<file path="config.mk">
export PLATFORM = sky130hd
export DESIGN_NAME = etcu_top
export DESIGN_NICKNAME = d
export VERILOG_FILES = /design/src/hdl/etcu_pkg.sv /design/src/hdl/etcu_top.sv
export SDC_FILE = /design/constraint.sdc
export NUM_CORES = 2
export LEC_CHECK = 0
export BUFFER_PORTS_ARGS = -buffer_cell sky130_fd_sc_hd__buf_2
export CORE_MARGIN = 3
export CORE_UTILIZATION = 55
export DETAILED_ROUTE_END_ITERATION = 12
export GPL_TIMING_DRIVEN = 0
export PLACE_DENSITY = 0.72
export SLEW_MARGIN = 20
export SYNTH_ARGS = -nofsm -noshare
export SYNTH_HDL_FRONTEND = slang
export SYNTH_SLANG_ARGS = --single-unit
export TNS_END_PERCENT = 100
</file>
<file path="constraint.sdc">
create_clock -name clk -period 47.4 [get_ports clk]
set_clock_uncertainty 0.2 [all_clocks]
set_input_delay 2.37 -clock clk [delete_from_list [all_inputs] [get_ports clk]]
set_output_delay 2.37 -clock clk [all_outputs]
set_load 0.005 [all_outputs]
</file>
<file path="src/hdl/etcu_pkg.sv">
// etcu_pkg: register map, field positions, modes and timing counts of the event timer counter
package etcu_pkg;
    // ************************************************************
    // clock and timing
    // ************************************************************
    localparam int CLK_HZ          = 10_000_000;
    localparam int CLK_NS          = 100;
    localparam int TRIG_DELAY_US   = 200;
    localparam int TRIG_WIDTH_NS   = 12_800;
    localparam int REC_DELAY_NS    = 450;
    localparam int TRIG_DELAY_CYC  = (TRIG_DELAY_US * 1000) / CLK_NS;
    localparam int TRIG_WIDTH_CYC  = (TRIG_WIDTH_NS + CLK_NS - 1) / CLK_NS;
    localparam int REC_DELAY_CYC   = REC_DELAY_NS / CLK_NS;
    localparam int NUM_EVENTS      = 16;
    localparam int NUM_CNT         = 2;
    localparam int DEG_FULL        = 360;
    localparam int RPM_SECONDS     = 60;
    localparam int TBASE_HZ        = 20_000_000;

    // ************************************************************
    // register byte offsets
    // ************************************************************
    localparam logic [7:0] REG_EVT_INV   = 8'h00;
    localparam logic [7:0] REG_EVT_STAT  = 8'h04;
    localparam logic [7:0] REG_OUT_CTRL  = 8'h08;
    localparam logic [7:0] REG_CMD       = 8'h0c;
    localparam logic [7:0] REG_CH0_CFG   = 8'h10;
    localparam logic [7:0] REG_CH0_WIN   = 8'h14;
    localparam logic [7:0] REG_CH0_MAX   = 8'h18;
    localparam logic [7:0] REG_CH0_REF   = 8'h1c;
    localparam logic [7:0] REG_CH0_CNT   = 8'h20;
    localparam logic [7:0] REG_CH0_DCNT  = 8'h24;
    localparam logic [7:0] REG_CH0_DT    = 8'h28;
    localparam logic [7:0] CH_STRIDE     = 8'h20;

    // ************************************************************
    // channel config fields
    // ************************************************************
    localparam int CFG_COUPLE_LSB = 0;   // 2 bits
    localparam int CFG_MEAS_LSB   = 2;   // 2 bits
    localparam int CFG_RPOL_LSB   = 4;   // 2 bits reset policy
    localparam int CFG_RINV_BIT   = 6;
    localparam int CFG_FILT_LSB   = 8;   // 8 bits filter length
    localparam int CFG_SIG_LSB    = 16;  // 4 bits pin select
    localparam int CFG_RST_LSB    = 20;
    localparam int CFG_DIR_LSB    = 24;
    localparam int CMD_CLR0_BIT   = 0;
    localparam int CMD_CLR1_BIT   = 1;

    typedef enum logic [1:0] {
        CPL_UNI  = 2'b00,
        CPL_BI   = 2'b01,
        CPL_QUAD = 2'b10
    } etcu_couple_t;

    typedef enum logic [1:0] {
        MEAS_COUNT = 2'b00,
        MEAS_ANGLE = 2'b01,
        MEAS_FREQ  = 2'b10,
        MEAS_RPM   = 2'b11
    } etcu_meas_t;

    typedef enum logic [1:0] {
        RP_MANUAL = 2'b00,
        RP_START  = 2'b01,
        RP_FIRST  = 2'b10,
        RP_EVERY  = 2'b11
    } etcu_rpol_t;

    typedef enum logic [1:0] {
        O1_TRIG  = 2'b00,
        O1_ALARM = 2'b01,
        O1_HIGH  = 2'b10,
        O1_LOW   = 2'b11
    } etcu_out1_t;

    typedef enum logic [1:0] {
        O2_REC  = 2'b00,
        O2_HIGH = 2'b01,
        O2_LOW  = 2'b10
    } etcu_out2_t;
endpackage

</file>
<file path="src/hdl/etcu_top.sv">
// etcu_top: event inputs, event outputs and two timer/counter channels with AHB-Lite registers
// Functional notes
// - sixteen event inputs, each with its own software inversion bit
// - two-stage synchronisers at 10 MHz catch 100 ns pulses, 5 MHz toggles
// - output one selects trigger pulse, alarm, forced high or forced low
// - output two selects recording active, forced high or forced low
// - one pulse per local trigger arriving outside a running pulse cycle, 12.8 us wide, 200 us after trigger
// - alarm output follows card alarm delayed by 200 us
// - recording output follows recording state delayed by five clocks, 500 ns
// - forced modes drive a static level written by software
// - two channels, signal reset direction chosen from event pins
// - coupling modes uni-directional, bi-directional, quadrature with index
// - measure count, angle, frequency or rpm from count change and time
// - interval timer counts a 20 MHz time base, two ticks per clock
// - window length in samples, from one up to a programmed count
// - results latch once per window only
// - direction pin used in bi-directional mode, where high counts down, and as phase b in quadrature
// - reset pin polarity selectable by an inversion bit
// - manual policy clears only on software command
// - start policy clears counter when recording starts
// - first-pulse policy: only first reset pulse after start clears
// - every-pulse policy clears counter on each reset pulse
// - angle mode wraps at maximum; reset pulse loads reference angle
// - unsigned 0 to 2^31 for uni, signed 32-bit for bi
`timescale 1ns/1ps
module etcu_top
    import etcu_pkg::*;
#(
    parameter int TRIG_DELAY = TRIG_DELAY_CYC,
    parameter int TRIG_WIDTH = TRIG_WIDTH_CYC
) (
    // clock and reset
    input  wire logic                  clk,
    input  wire logic                  rst,
    // ahb-lite slave
    input  wire logic                  hsel,
    input  wire logic [7:0]            haddr,
    input  wire logic [1:0]            htrans,
    input  wire logic                  hwrite,
    input  wire logic [2:0]            hsize,
    input  wire logic [31:0]           hwdata,
    input  wire logic                  hready,
    output logic      [31:0]           hrdata,
    output logic                       hreadyout,
    output logic                       hresp,
    // card status from acquisition logic
    input  wire logic                  trigIn,
    input  wire logic                  alarmIn,
    input  wire logic                  recording,
    // pins
    input  wire logic [NUM_EVENTS-1:0] eventPins,
    output logic                       eventOut1,
    output logic                       eventOut2
);
    localparam int DW = $clog2(TRIG_DELAY + 2);

    typedef struct packed {
        logic [1:0][NUM_EVENTS-1:0] sync;
        logic [NUM_EVENTS-1:0]      inv;
        logic [1:0]                 o1Sel;
        logic [1:0]                 o2Sel;
        logic [DW-1:0]              dlyCnt;   // trigger delay countdown
        logic [DW-1:0]              wCnt;     // pulse width countdown
        logic                       o1;
        logic [REC_DELAY_CYC:0]     recPipe;
        logic [DW-1:0]              alCnt;
        logic                       alOut;
        logic                       recPrev;
        logic                       aSel;
        logic                       aWr;
        logic [7:0]                 aAddr;
        logic [31:0]                rdata;
        logic [NUM_CNT-1:0][31:0]   cfg;
        logic [NUM_CNT-1:0][15:0]   win;
        logic [NUM_CNT-1:0][31:0]   maxc;
        logic [NUM_CNT-1:0][31:0]   refc;
        logic [NUM_CNT-1:0][31:0]   cnt;
        logic [NUM_CNT-1:0][31:0]   cntAtWin;
        logic [NUM_CNT-1:0][31:0]   dCnt;
        logic [NUM_CNT-1:0][31:0]   dT;
        logic [NUM_CNT-1:0][31:0]   tb;
        logic [NUM_CNT-1:0][15:0]   winCnt;
        logic [NUM_CNT-1:0][2:0]    filt;     // filtered sig, rst, dir
        logic [NUM_CNT-1:0][2:0]    filtPrev;
        logic [NUM_CNT-1:0][23:0]   fCnt;     // 8-bit counter per input
        logic [NUM_CNT-1:0]         firstDone;
    } etcu_state_t;

    etcu_state_t s_q;
    etcu_state_t s_d;

    logic [NUM_EVENTS-1:0] evt;
    assign evt       = s_q.sync[1] ^ s_q.inv;
    assign hreadyout = 1'b1;
    assign hresp     = 1'b0;
    assign hrdata    = s_q.rdata;
    assign eventOut1 = s_q.o1;
    assign eventOut2 = (s_q.o2Sel == O2_REC)  ? s_q.recPipe[REC_DELAY_CYC] :
                       (s_q.o2Sel == O2_HIGH);

    // ************************************************************
    // next state
    // ************************************************************
    always_comb begin
        logic [31:0]  rv;
        logic [2:0]   raw;
        logic [1:0]   cp;
        logic         up;
        logic         dn;
        logic         rstEdge;
        logic         clrHit;
        logic         recStart;
        logic [7:0]   flen;
        logic [7:0]   ra;
        int           ch;
        rv       = 32'h0;
        raw      = 3'b000;
        cp       = 2'b00;
        up       = 1'b0;
        dn       = 1'b0;
        rstEdge  = 1'b0;
        clrHit   = 1'b0;
        flen     = 8'h00;
        ra       = 8'h00;
        ch       = 0;
        s_d      = s_q;
        recStart = recording & ~s_q.recPrev;
        // input synchronisers, second stage alone is read
        s_d.sync[0] = eventPins;
        s_d.sync[1] = s_q.sync[0];
        s_d.recPrev = recording;
        s_d.recPipe = {s_q.recPipe[REC_DELAY_CYC-1:0], recording};

        // trigger pulse: a trigger during a running pulse cycle is dropped
        if (trigIn && s_q.dlyCnt == '0 && s_q.wCnt == '0) begin
            s_d.dlyCnt = DW'(TRIG_DELAY);
        end else if (s_q.dlyCnt != '0) begin
            s_d.dlyCnt = s_q.dlyCnt - 1'b1;
            if (s_q.dlyCnt == DW'(1)) begin
                s_d.wCnt = DW'(TRIG_WIDTH);
            end
        end else if (s_q.wCnt != '0) begin
            s_d.wCnt = s_q.wCnt - 1'b1;
        end
        // alarm delay: a level change must persist for the full delay
        if (alarmIn == s_q.alOut) begin
            s_d.alCnt = '0;
        end else if (s_q.alCnt == DW'(TRIG_DELAY - 1)) begin
            s_d.alOut = alarmIn;
            s_d.alCnt = '0;
        end else begin
            s_d.alCnt = s_q.alCnt + 1'b1;
        end
        case (s_q.o1Sel)
            O1_TRIG:  s_d.o1 = (s_d.wCnt != '0);
            O1_ALARM: s_d.o1 = s_d.alOut;
            O1_HIGH:  s_d.o1 = 1'b1;
            default:  s_d.o1 = 1'b0;
        endcase

        // ahb address phase capture
        if (hready) begin
            s_d.aSel  = hsel && htrans[1];
            s_d.aWr   = hwrite;
            s_d.aAddr = haddr;
        end

        // counter channels
        for (ch = 0; ch < NUM_CNT; ch++) begin
            // clear per channel so one channel's step never leaks into the next
            up   = 1'b0;
            dn   = 1'b0;
            cp   = s_q.cfg[ch][CFG_COUPLE_LSB +: 2];
            flen = s_q.cfg[ch][CFG_FILT_LSB +: 8];
            raw  = {evt[s_q.cfg[ch][CFG_DIR_LSB +: 4]],
                    evt[s_q.cfg[ch][CFG_RST_LSB +: 4]] ^ s_q.cfg[ch][CFG_RINV_BIT],
                    evt[s_q.cfg[ch][CFG_SIG_LSB +: 4]]};
            // width filter: new level must hold flen + 1 cycles
            for (int b = 0; b < 3; b++) begin
                if (raw[b] == s_q.filt[ch][b]) begin
                    s_d.fCnt[ch][b*8 +: 8] = 8'h00;
                end else if (s_q.fCnt[ch][b*8 +: 8] >= flen) begin
                    s_d.filt[ch][b] = raw[b];
                    s_d.fCnt[ch][b*8 +: 8] = 8'h00;
                end else begin
                    s_d.fCnt[ch][b*8 +: 8] = s_q.fCnt[ch][b*8 +: 8] + 8'h01;
                end
            end
            s_d.filtPrev[ch] = s_q.filt[ch];
            rstEdge = s_q.filt[ch][1] & ~s_q.filtPrev[ch][1];
            if (cp == CPL_QUAD) begin
                // signal pin is phase a, direction pin is phase b
                case ({s_q.filtPrev[ch][0], s_q.filtPrev[ch][2], s_q.filt[ch][0], s_q.filt[ch][2]})
                    4'b0010, 4'b1011, 4'b1101, 4'b0100: up = 1'b1;
                    4'b0001, 4'b0111, 4'b1110, 4'b1000: dn = 1'b1;
                    default: begin
                        up = 1'b0;
                        dn = 1'b0;
                    end
                endcase
            end else begin
                up = s_q.filt[ch][0] & ~s_q.filtPrev[ch][0];
                dn = 1'b0;
                if (cp == CPL_BI && s_q.filt[ch][2]) begin
                    dn = up;
                    up = 1'b0;
                end
            end
            if (up) begin
                if (s_q.cfg[ch][CFG_MEAS_LSB +: 2] == MEAS_ANGLE &&
                    s_q.cnt[ch] + 32'h1 >= s_q.maxc[ch]) begin
                    s_d.cnt[ch] = 32'h0;
                end else if (cp == CPL_UNI && s_q.cnt[ch] == 32'h8000_0000) begin
                    s_d.cnt[ch] = s_q.cnt[ch];
                end else begin
                    s_d.cnt[ch] = s_q.cnt[ch] + 32'h1;
                end
            end else if (dn) begin
                if (s_q.cfg[ch][CFG_MEAS_LSB +: 2] == MEAS_ANGLE && s_q.cnt[ch] == 32'h0) begin
                    s_d.cnt[ch] = s_q.maxc[ch] - 32'h1;
                end else begin
                    s_d.cnt[ch] = s_q.cnt[ch] - 32'h1;
                end
            end
            if (recStart) begin
                s_d.firstDone[ch] = 1'b0;
            end
            case (s_q.cfg[ch][CFG_RPOL_LSB +: 2])
                RP_START: clrHit = recStart;
                RP_FIRST: begin
                    clrHit = rstEdge && recording && !s_q.firstDone[ch];
                    if (clrHit) begin
                        s_d.firstDone[ch] = 1'b1;
                    end
                end
                RP_EVERY: clrHit = rstEdge;
                default:  clrHit = 1'b0;
            endcase
            if (s_q.aSel && s_q.aWr && s_q.aAddr == REG_CMD &&
                hwdata[CMD_CLR0_BIT + ch]) begin
                clrHit = 1'b1;
            end
            if (clrHit) begin
                s_d.cnt[ch] = (s_q.cfg[ch][CFG_MEAS_LSB +: 2] == MEAS_ANGLE) ?
                              s_q.refc[ch] : 32'h0;
            end
            // time base runs at twice the clock rate
            s_d.tb[ch] = s_q.tb[ch] + 32'(TBASE_HZ / CLK_HZ);
            if (s_q.winCnt[ch] + 16'h1 >= s_q.win[ch]) begin
                s_d.winCnt[ch]   = 16'h0;
                s_d.dCnt[ch]     = s_d.cnt[ch] - s_q.cntAtWin[ch];
                s_d.cntAtWin[ch] = s_d.cnt[ch];
                s_d.dT[ch]       = s_d.tb[ch];
                s_d.tb[ch]       = 32'h0;
            end else begin
                s_d.winCnt[ch] = s_q.winCnt[ch] + 16'h1;
            end
        end

        // ahb data phase writes
        if (s_q.aSel && s_q.aWr) begin
            case (s_q.aAddr)
                REG_EVT_INV:  s_d.inv = hwdata[NUM_EVENTS-1:0];
                REG_OUT_CTRL: begin
                    s_d.o1Sel = hwdata[1:0];
                    s_d.o2Sel = hwdata[5:4];
                end
                default: begin
                    ra = s_q.aAddr - REG_CH0_CFG;
                    if (s_q.aAddr >= REG_CH0_CFG && ra[7:5] < 3'(NUM_CNT)) begin
                        ch = int'(ra[5]);
                        case (ra[4:0])
                            5'h00: s_d.cfg[ch]  = hwdata;
                            5'h04: s_d.win[ch]  = (hwdata[15:0] == 16'h0) ? 16'h1 : hwdata[15:0];
                            5'h08: s_d.maxc[ch] = hwdata;
                            5'h0c: s_d.refc[ch] = hwdata;
                            default: s_d.rdata = s_q.rdata;
                        endcase
                    end
                end
            endcase
        end
        // read mux, data presented one cycle after address phase
        if (hready && hsel && htrans[1] && !hwrite) begin
            ra = haddr - REG_CH0_CFG;
            ch = int'(ra[5]);
            case (haddr)
                REG_EVT_INV:  rv = 32'(s_q.inv);
                REG_EVT_STAT: rv = 32'(evt);
                REG_OUT_CTRL: rv = {26'h0, s_q.o2Sel, 2'b00, s_q.o1Sel};
                default: begin
                    if (haddr >= REG_CH0_CFG && ra[7:6] == 2'b00) begin
                        case (ra[4:0])
                            5'h00: rv = s_q.cfg[ch];
                            5'h04: rv = {16'h0, s_q.win[ch]};
                            5'h08: rv = s_q.maxc[ch];
                            5'h0c: rv = s_q.refc[ch];
                            5'h10: rv = s_q.cnt[ch];
                            5'h14: rv = s_q.dCnt[ch];
                            5'h18: rv = s_q.dT[ch];
                            default: rv = 32'h0;
                        endcase
                    end
                end
            endcase
            s_d.rdata = rv;
        end
    end

    // ************************************************************
    // state register
    // ************************************************************
    always_ff @(posedge clk or posedge rst) begin
        if (rst) begin
            s_q        <= '0;
            s_q.o1Sel  <= O1_LOW;
            s_q.o2Sel  <= O2_LOW;
            s_q.win    <= {16'h1, 16'h1};
            s_q.maxc   <= {32'd360, 32'd360};
        end else begin
            s_q <= s_d;
        end
    end
endmodule

</file>
# Word-level counts from Yosys, hierarchy flattened

Index checks and enable logic that the tools add are counted.

Output and inout port bits: 36
Register bits: 773

$lt $le $gt $ge: 22
Multiplexer cells: 103
Reductions and logical operators: 63
Equality and inequality tests: 55
Bitwise operators: 20
Add/sub/neg operators: 23

Operators with widths:

| cell                  | count |
|---|---|
| $mux 32               | 31 |
| $pmux 32 s7           | 1 |
| $bwmux 64             | 3 |
| $sub 32x1->32 const B | 4 |
| $mux 16               | 6 |
| $mux 8                | 12 |
| $pmux 32 s3           | 1 |
| $mux 11               | 8 |
| $add 32x1->32 const B | 2 |
| $add 32x2->32 const B | 2 |
| $eq 32x32->1 const B  | 2 |
| $ge 32x32->1          | 2 |
| $logic_not 32->1      | 2 |
| $sub 32x32->32        | 2 |
| $add 8x1->8 const B   | 6 |
| $ge 8x8->1            | 6 |
| $reduce_bool 11->1    | 3 |
| $add 16x1->16 const B | 2 |
| $bwmux 32             | 1 |
| $demux 32 s1          | 1 |
| $eq 4x4->1 const B    | 8 |
| $ge 16x16->1          | 2 |
| $lt 4x5->1 const B    | 6 |
| $mux 1                | 29 |
| 39 further kinds      | 144 |

# Longest topological paths before layout

Depth after elaboration: 8
Depth in mapped cells: 33
Depth with buffers taken out: 32

# Least setup slack after synthesis

No wires, ideal clock.

Kind: register -> register
Start point: register s_q[352] in the netlist's numbering
End point: register s_q[253] in the netlist's numbering
Data arrival time: 6.662 ns
Path slack: 40.460 ns
Cell stages (with the launch flop): 29
Clock period less this slack: 6.940 ns
Cell sequence: dfrtp_1 -> buf_1 -> and4_1 -> nand4_1 -> nor4_1 -> nand3b_1 -> xnor2_1 -> ha_1 -> a21o_1 -> a21o_1 -> a2111oi_0 -> nor2_1 -> a311o_1 -> a21oi_1 -> clkbuf_1 -> buf_1 -> a2bb2oi_1 -> o21ai_0 -> ha_1 -> a21o_1 -> a21oi_1 -> o221ai_1 -> nor4_1 -> nor2_1 -> a21oi_1 -> o21ai_0 -> a311oi_1 -> xnor3_1 -> a21oi_1

RTL lines:

| element            | RTL line       | text |
|---|---|---|
| start: declaration | etcu_top.sv:89 | `etcu_state_t s_q;` |

==> out/results.ini <==
[place]
place_inst = 6130
hpwl_mm = 154.4
place.gp.congestion = 1.059
portBuffers = 84
post_dp_cell_area_mm2 = 0.04856

[min_path]
hold_class = flop to flop

[clock_tree]
worst_skew_pair.late_latency_ns = 0.69
hold_buffers = 0
cts.sinks = 768
cts_buffer_depth = 3
numCtsBuffers = 85
cts_root_buffer = clkbuf_16
h-tree-depth = 3
cts_setup_buffers = 0
cts_tree = yes
cts_resized = 0
clk_pin_slew_ns = 0.06

[yosys]
syn_area_per_cell_um2 = 9.358
yosysTopAreaCell = dfrtp_1
synth_nets = 5257
synth_top_area_share_pct = 40.72
yosysMostFrequentCell = dfrtp_1
synth-async-reset-ratio_pct = 100.0
synth_ff_type = dfrtp_1
netlist_instances = 4958
synth_edf_count = 0
synth.distinct_cells = 86
ys_seq_elements = 768
yosysWarnings = 0
ys_top_cells_by_count = dfrtp_1, nand2_1, nor2_1
syn_area_mm2 = 0.04640
synth.area.top_cells = dfrtp_1, ha_1, mux2_2
synth_seq_area_share_pct = 41.46

[critical_path]
path_max_fanout = 10
cp-start-kind = flop
crit_arrival_ns = 11.14
path_class = flop to flop
worstPathRequired_ns = 47.81
crit_path_frequent_cell = a21oi_1
slowest_stage = o21ai_0
end_kind = flop
slowest_delay_ns = 0.99

[global_route]
grt_start_max_net_pins = 106
grt_pass1_vias = 39960
grt_pass1_wl_mm = 280.7
grtUsageTotal_pct = 44.55
antenna_found_initial = 14
grt-ovfl-total = 0

[timing]
post-route-period-util_pct = 22.63
period_minus_slack_ns = 10.73
maxSlewHeadroom_pct = 14.20
hold_violations = 0
rsz0062_at_grt = no
tightest_slew_ns = 1.282
finalSetupTns_ns = 0
holdWs_ns = 0.1473
slew_viol_final = 0
max_freq_mhz = 93.23
setup_violations = 0

[die]
rows = 105
io_pins = 105
dieHeight_um = 296.5
die_x_um = 296.5
dieArea_mm2 = 0.08788
start_util_pct = 56.06
coreArea_mm2 = 0.08277

[run_status]
status = completed

[layout]
multiInputGateArea_mm2 = 0.02504
fillers = 7060
syn_to_final_growth_pct = 10.85
regArea_mm2 = 0.01923
instances_no_fill = 6291
layout.nets = 5446
final_area_mm2 = 0.05143
drive_gt1_share_pct = 12.06
utilization_pct = 62.14

[route]
viasPerCell = 6.761
vias = 42533
firstDrtPassIters = 9
drt_iter0_drc = 5801
drc = 0
drtAntennaViolNets = 0
wire_per_inst_um = 31.45
totalWireLength_mm = 197.9

[power_and_ir_drop]
power.density_mw_per_mm2 = 40.23
peakVddDrop_mv = 0.03078
p_leak_uw = 0.02349

[job]
maxCapViolations = 0

## through the flow
| step | power [uW] | setup slack, ns |
|---|---|---|
| floorplan | 1135 | 23.29 |
| global placement | 1353 | 15.26 |
| detailed placement | 1361 | 37.39 |
| CTS | 2037 | 37.38 |
| global route | 2133 | 36.66 |
| finish | 2069 | 36.67 |
## state kept, by name, summed over array words and instances (netlist names)
register and cells:
s_q 709, eventOut1 1, hrdata 32, s_d 26
## layout make-up
cell class	instances	area share, %
plain buffers	328	2.683
diodes	5	0.02433
well taps	1070	2.603
clock inverters	35	0.7736
multi-input cells	3636	48.68
repair buffers	102	1.399
inverters	226	1.664
clock buffers	121	4.771
flip-flops and latches	768	37.40
## cell families (layout without fill, tap and decap cells)
logic type / count (synthesis) / after routing / share of synthesized area (%)
mux: 390 / 390 / 9.738
xor+xnor: 298 / 298 / 5.655
simple gates: 1536 / 1536 / 15.78
compound gates: 1180 / 1180 / 16.35
flops: 768 / 768 / 41.46
other cells: 2 / 7 / 0.01619
buf+inv: 554 / 812 / 4.776
fa+ha+maj: 230 / 230 / 6.235
## placed cells by master (no fill, tap or decap), drive strengths merged, types with 38 or more instances in the layout
cell	Yosys	routed
dfrtp	755	755
nand2	475	475
nor2	392	392
clkbuf	246	368
o21ai	327	327
a21oi	296	296
mux2	251	251
ha	228	228
inv	226	227
buf	82	183
nand3	173	173
xnor2	149	149
xor2	148	148
mux2i	115	115
nor3	96	96
a21o	91	91
and3	66	66
nand4	59	59
nand2b	46	46
a211oi	46	46
and2	46	46
a22oi	38	38
nor4	38	38
## routing by layer
| layer | part of all wire (%) | vias up | GRT usage (%) |
|---|---|---|---|
| met5 | 0.012 | - | 0 |
| met4 | 8.8 | 4 | 31.22 |
| met3 | 12 | 659 | 11.90 |
| met2 | 41 | 2756 | 64.42 |
| met1 | 38 | 20938 | 58.25 |
| li1 | - | 18176 | - |
## worst max-delay path, delay by kind of cell (launching register included)
kind                     cells  cell delay, ns
AO/OA/AOI/OAI               14            4.56
XOR/XNOR                     2            0.58
adder cells (fa/ha/maj)      2            0.73
buffers and inverters        3            1.88
flip-flops                   1            0.35
AND/OR/NAND/NOR              7            2.34
## where the power goes
group          leakage, uW  total (uW)  internal [uW]  switching, uW
clock network      0.00140         680            390            290
registers          0.00941         747            698           49.1
logic               0.0127         642            207            434
total               0.0235        2070           1300            773
## path summary, 6_finish.rpt
path                       startpoint  endpoint  slack, ns  cells past startpoint
max in group asynchronous         rst  s_q[722]      43.32                      6
setup / recovery             s_q[353]  s_q[253]      36.67                     28
setup reg to reg             s_q[353]  s_q[253]      36.67                     28
hold / removal               s_d[696]  s_d[697]       0.15                      0
hold reg to reg              s_d[696]  s_d[697]       0.15                      0
min in group asynchronous         rst  s_q[345]       1.56                      2
Power figures use the tool's default switching activity.
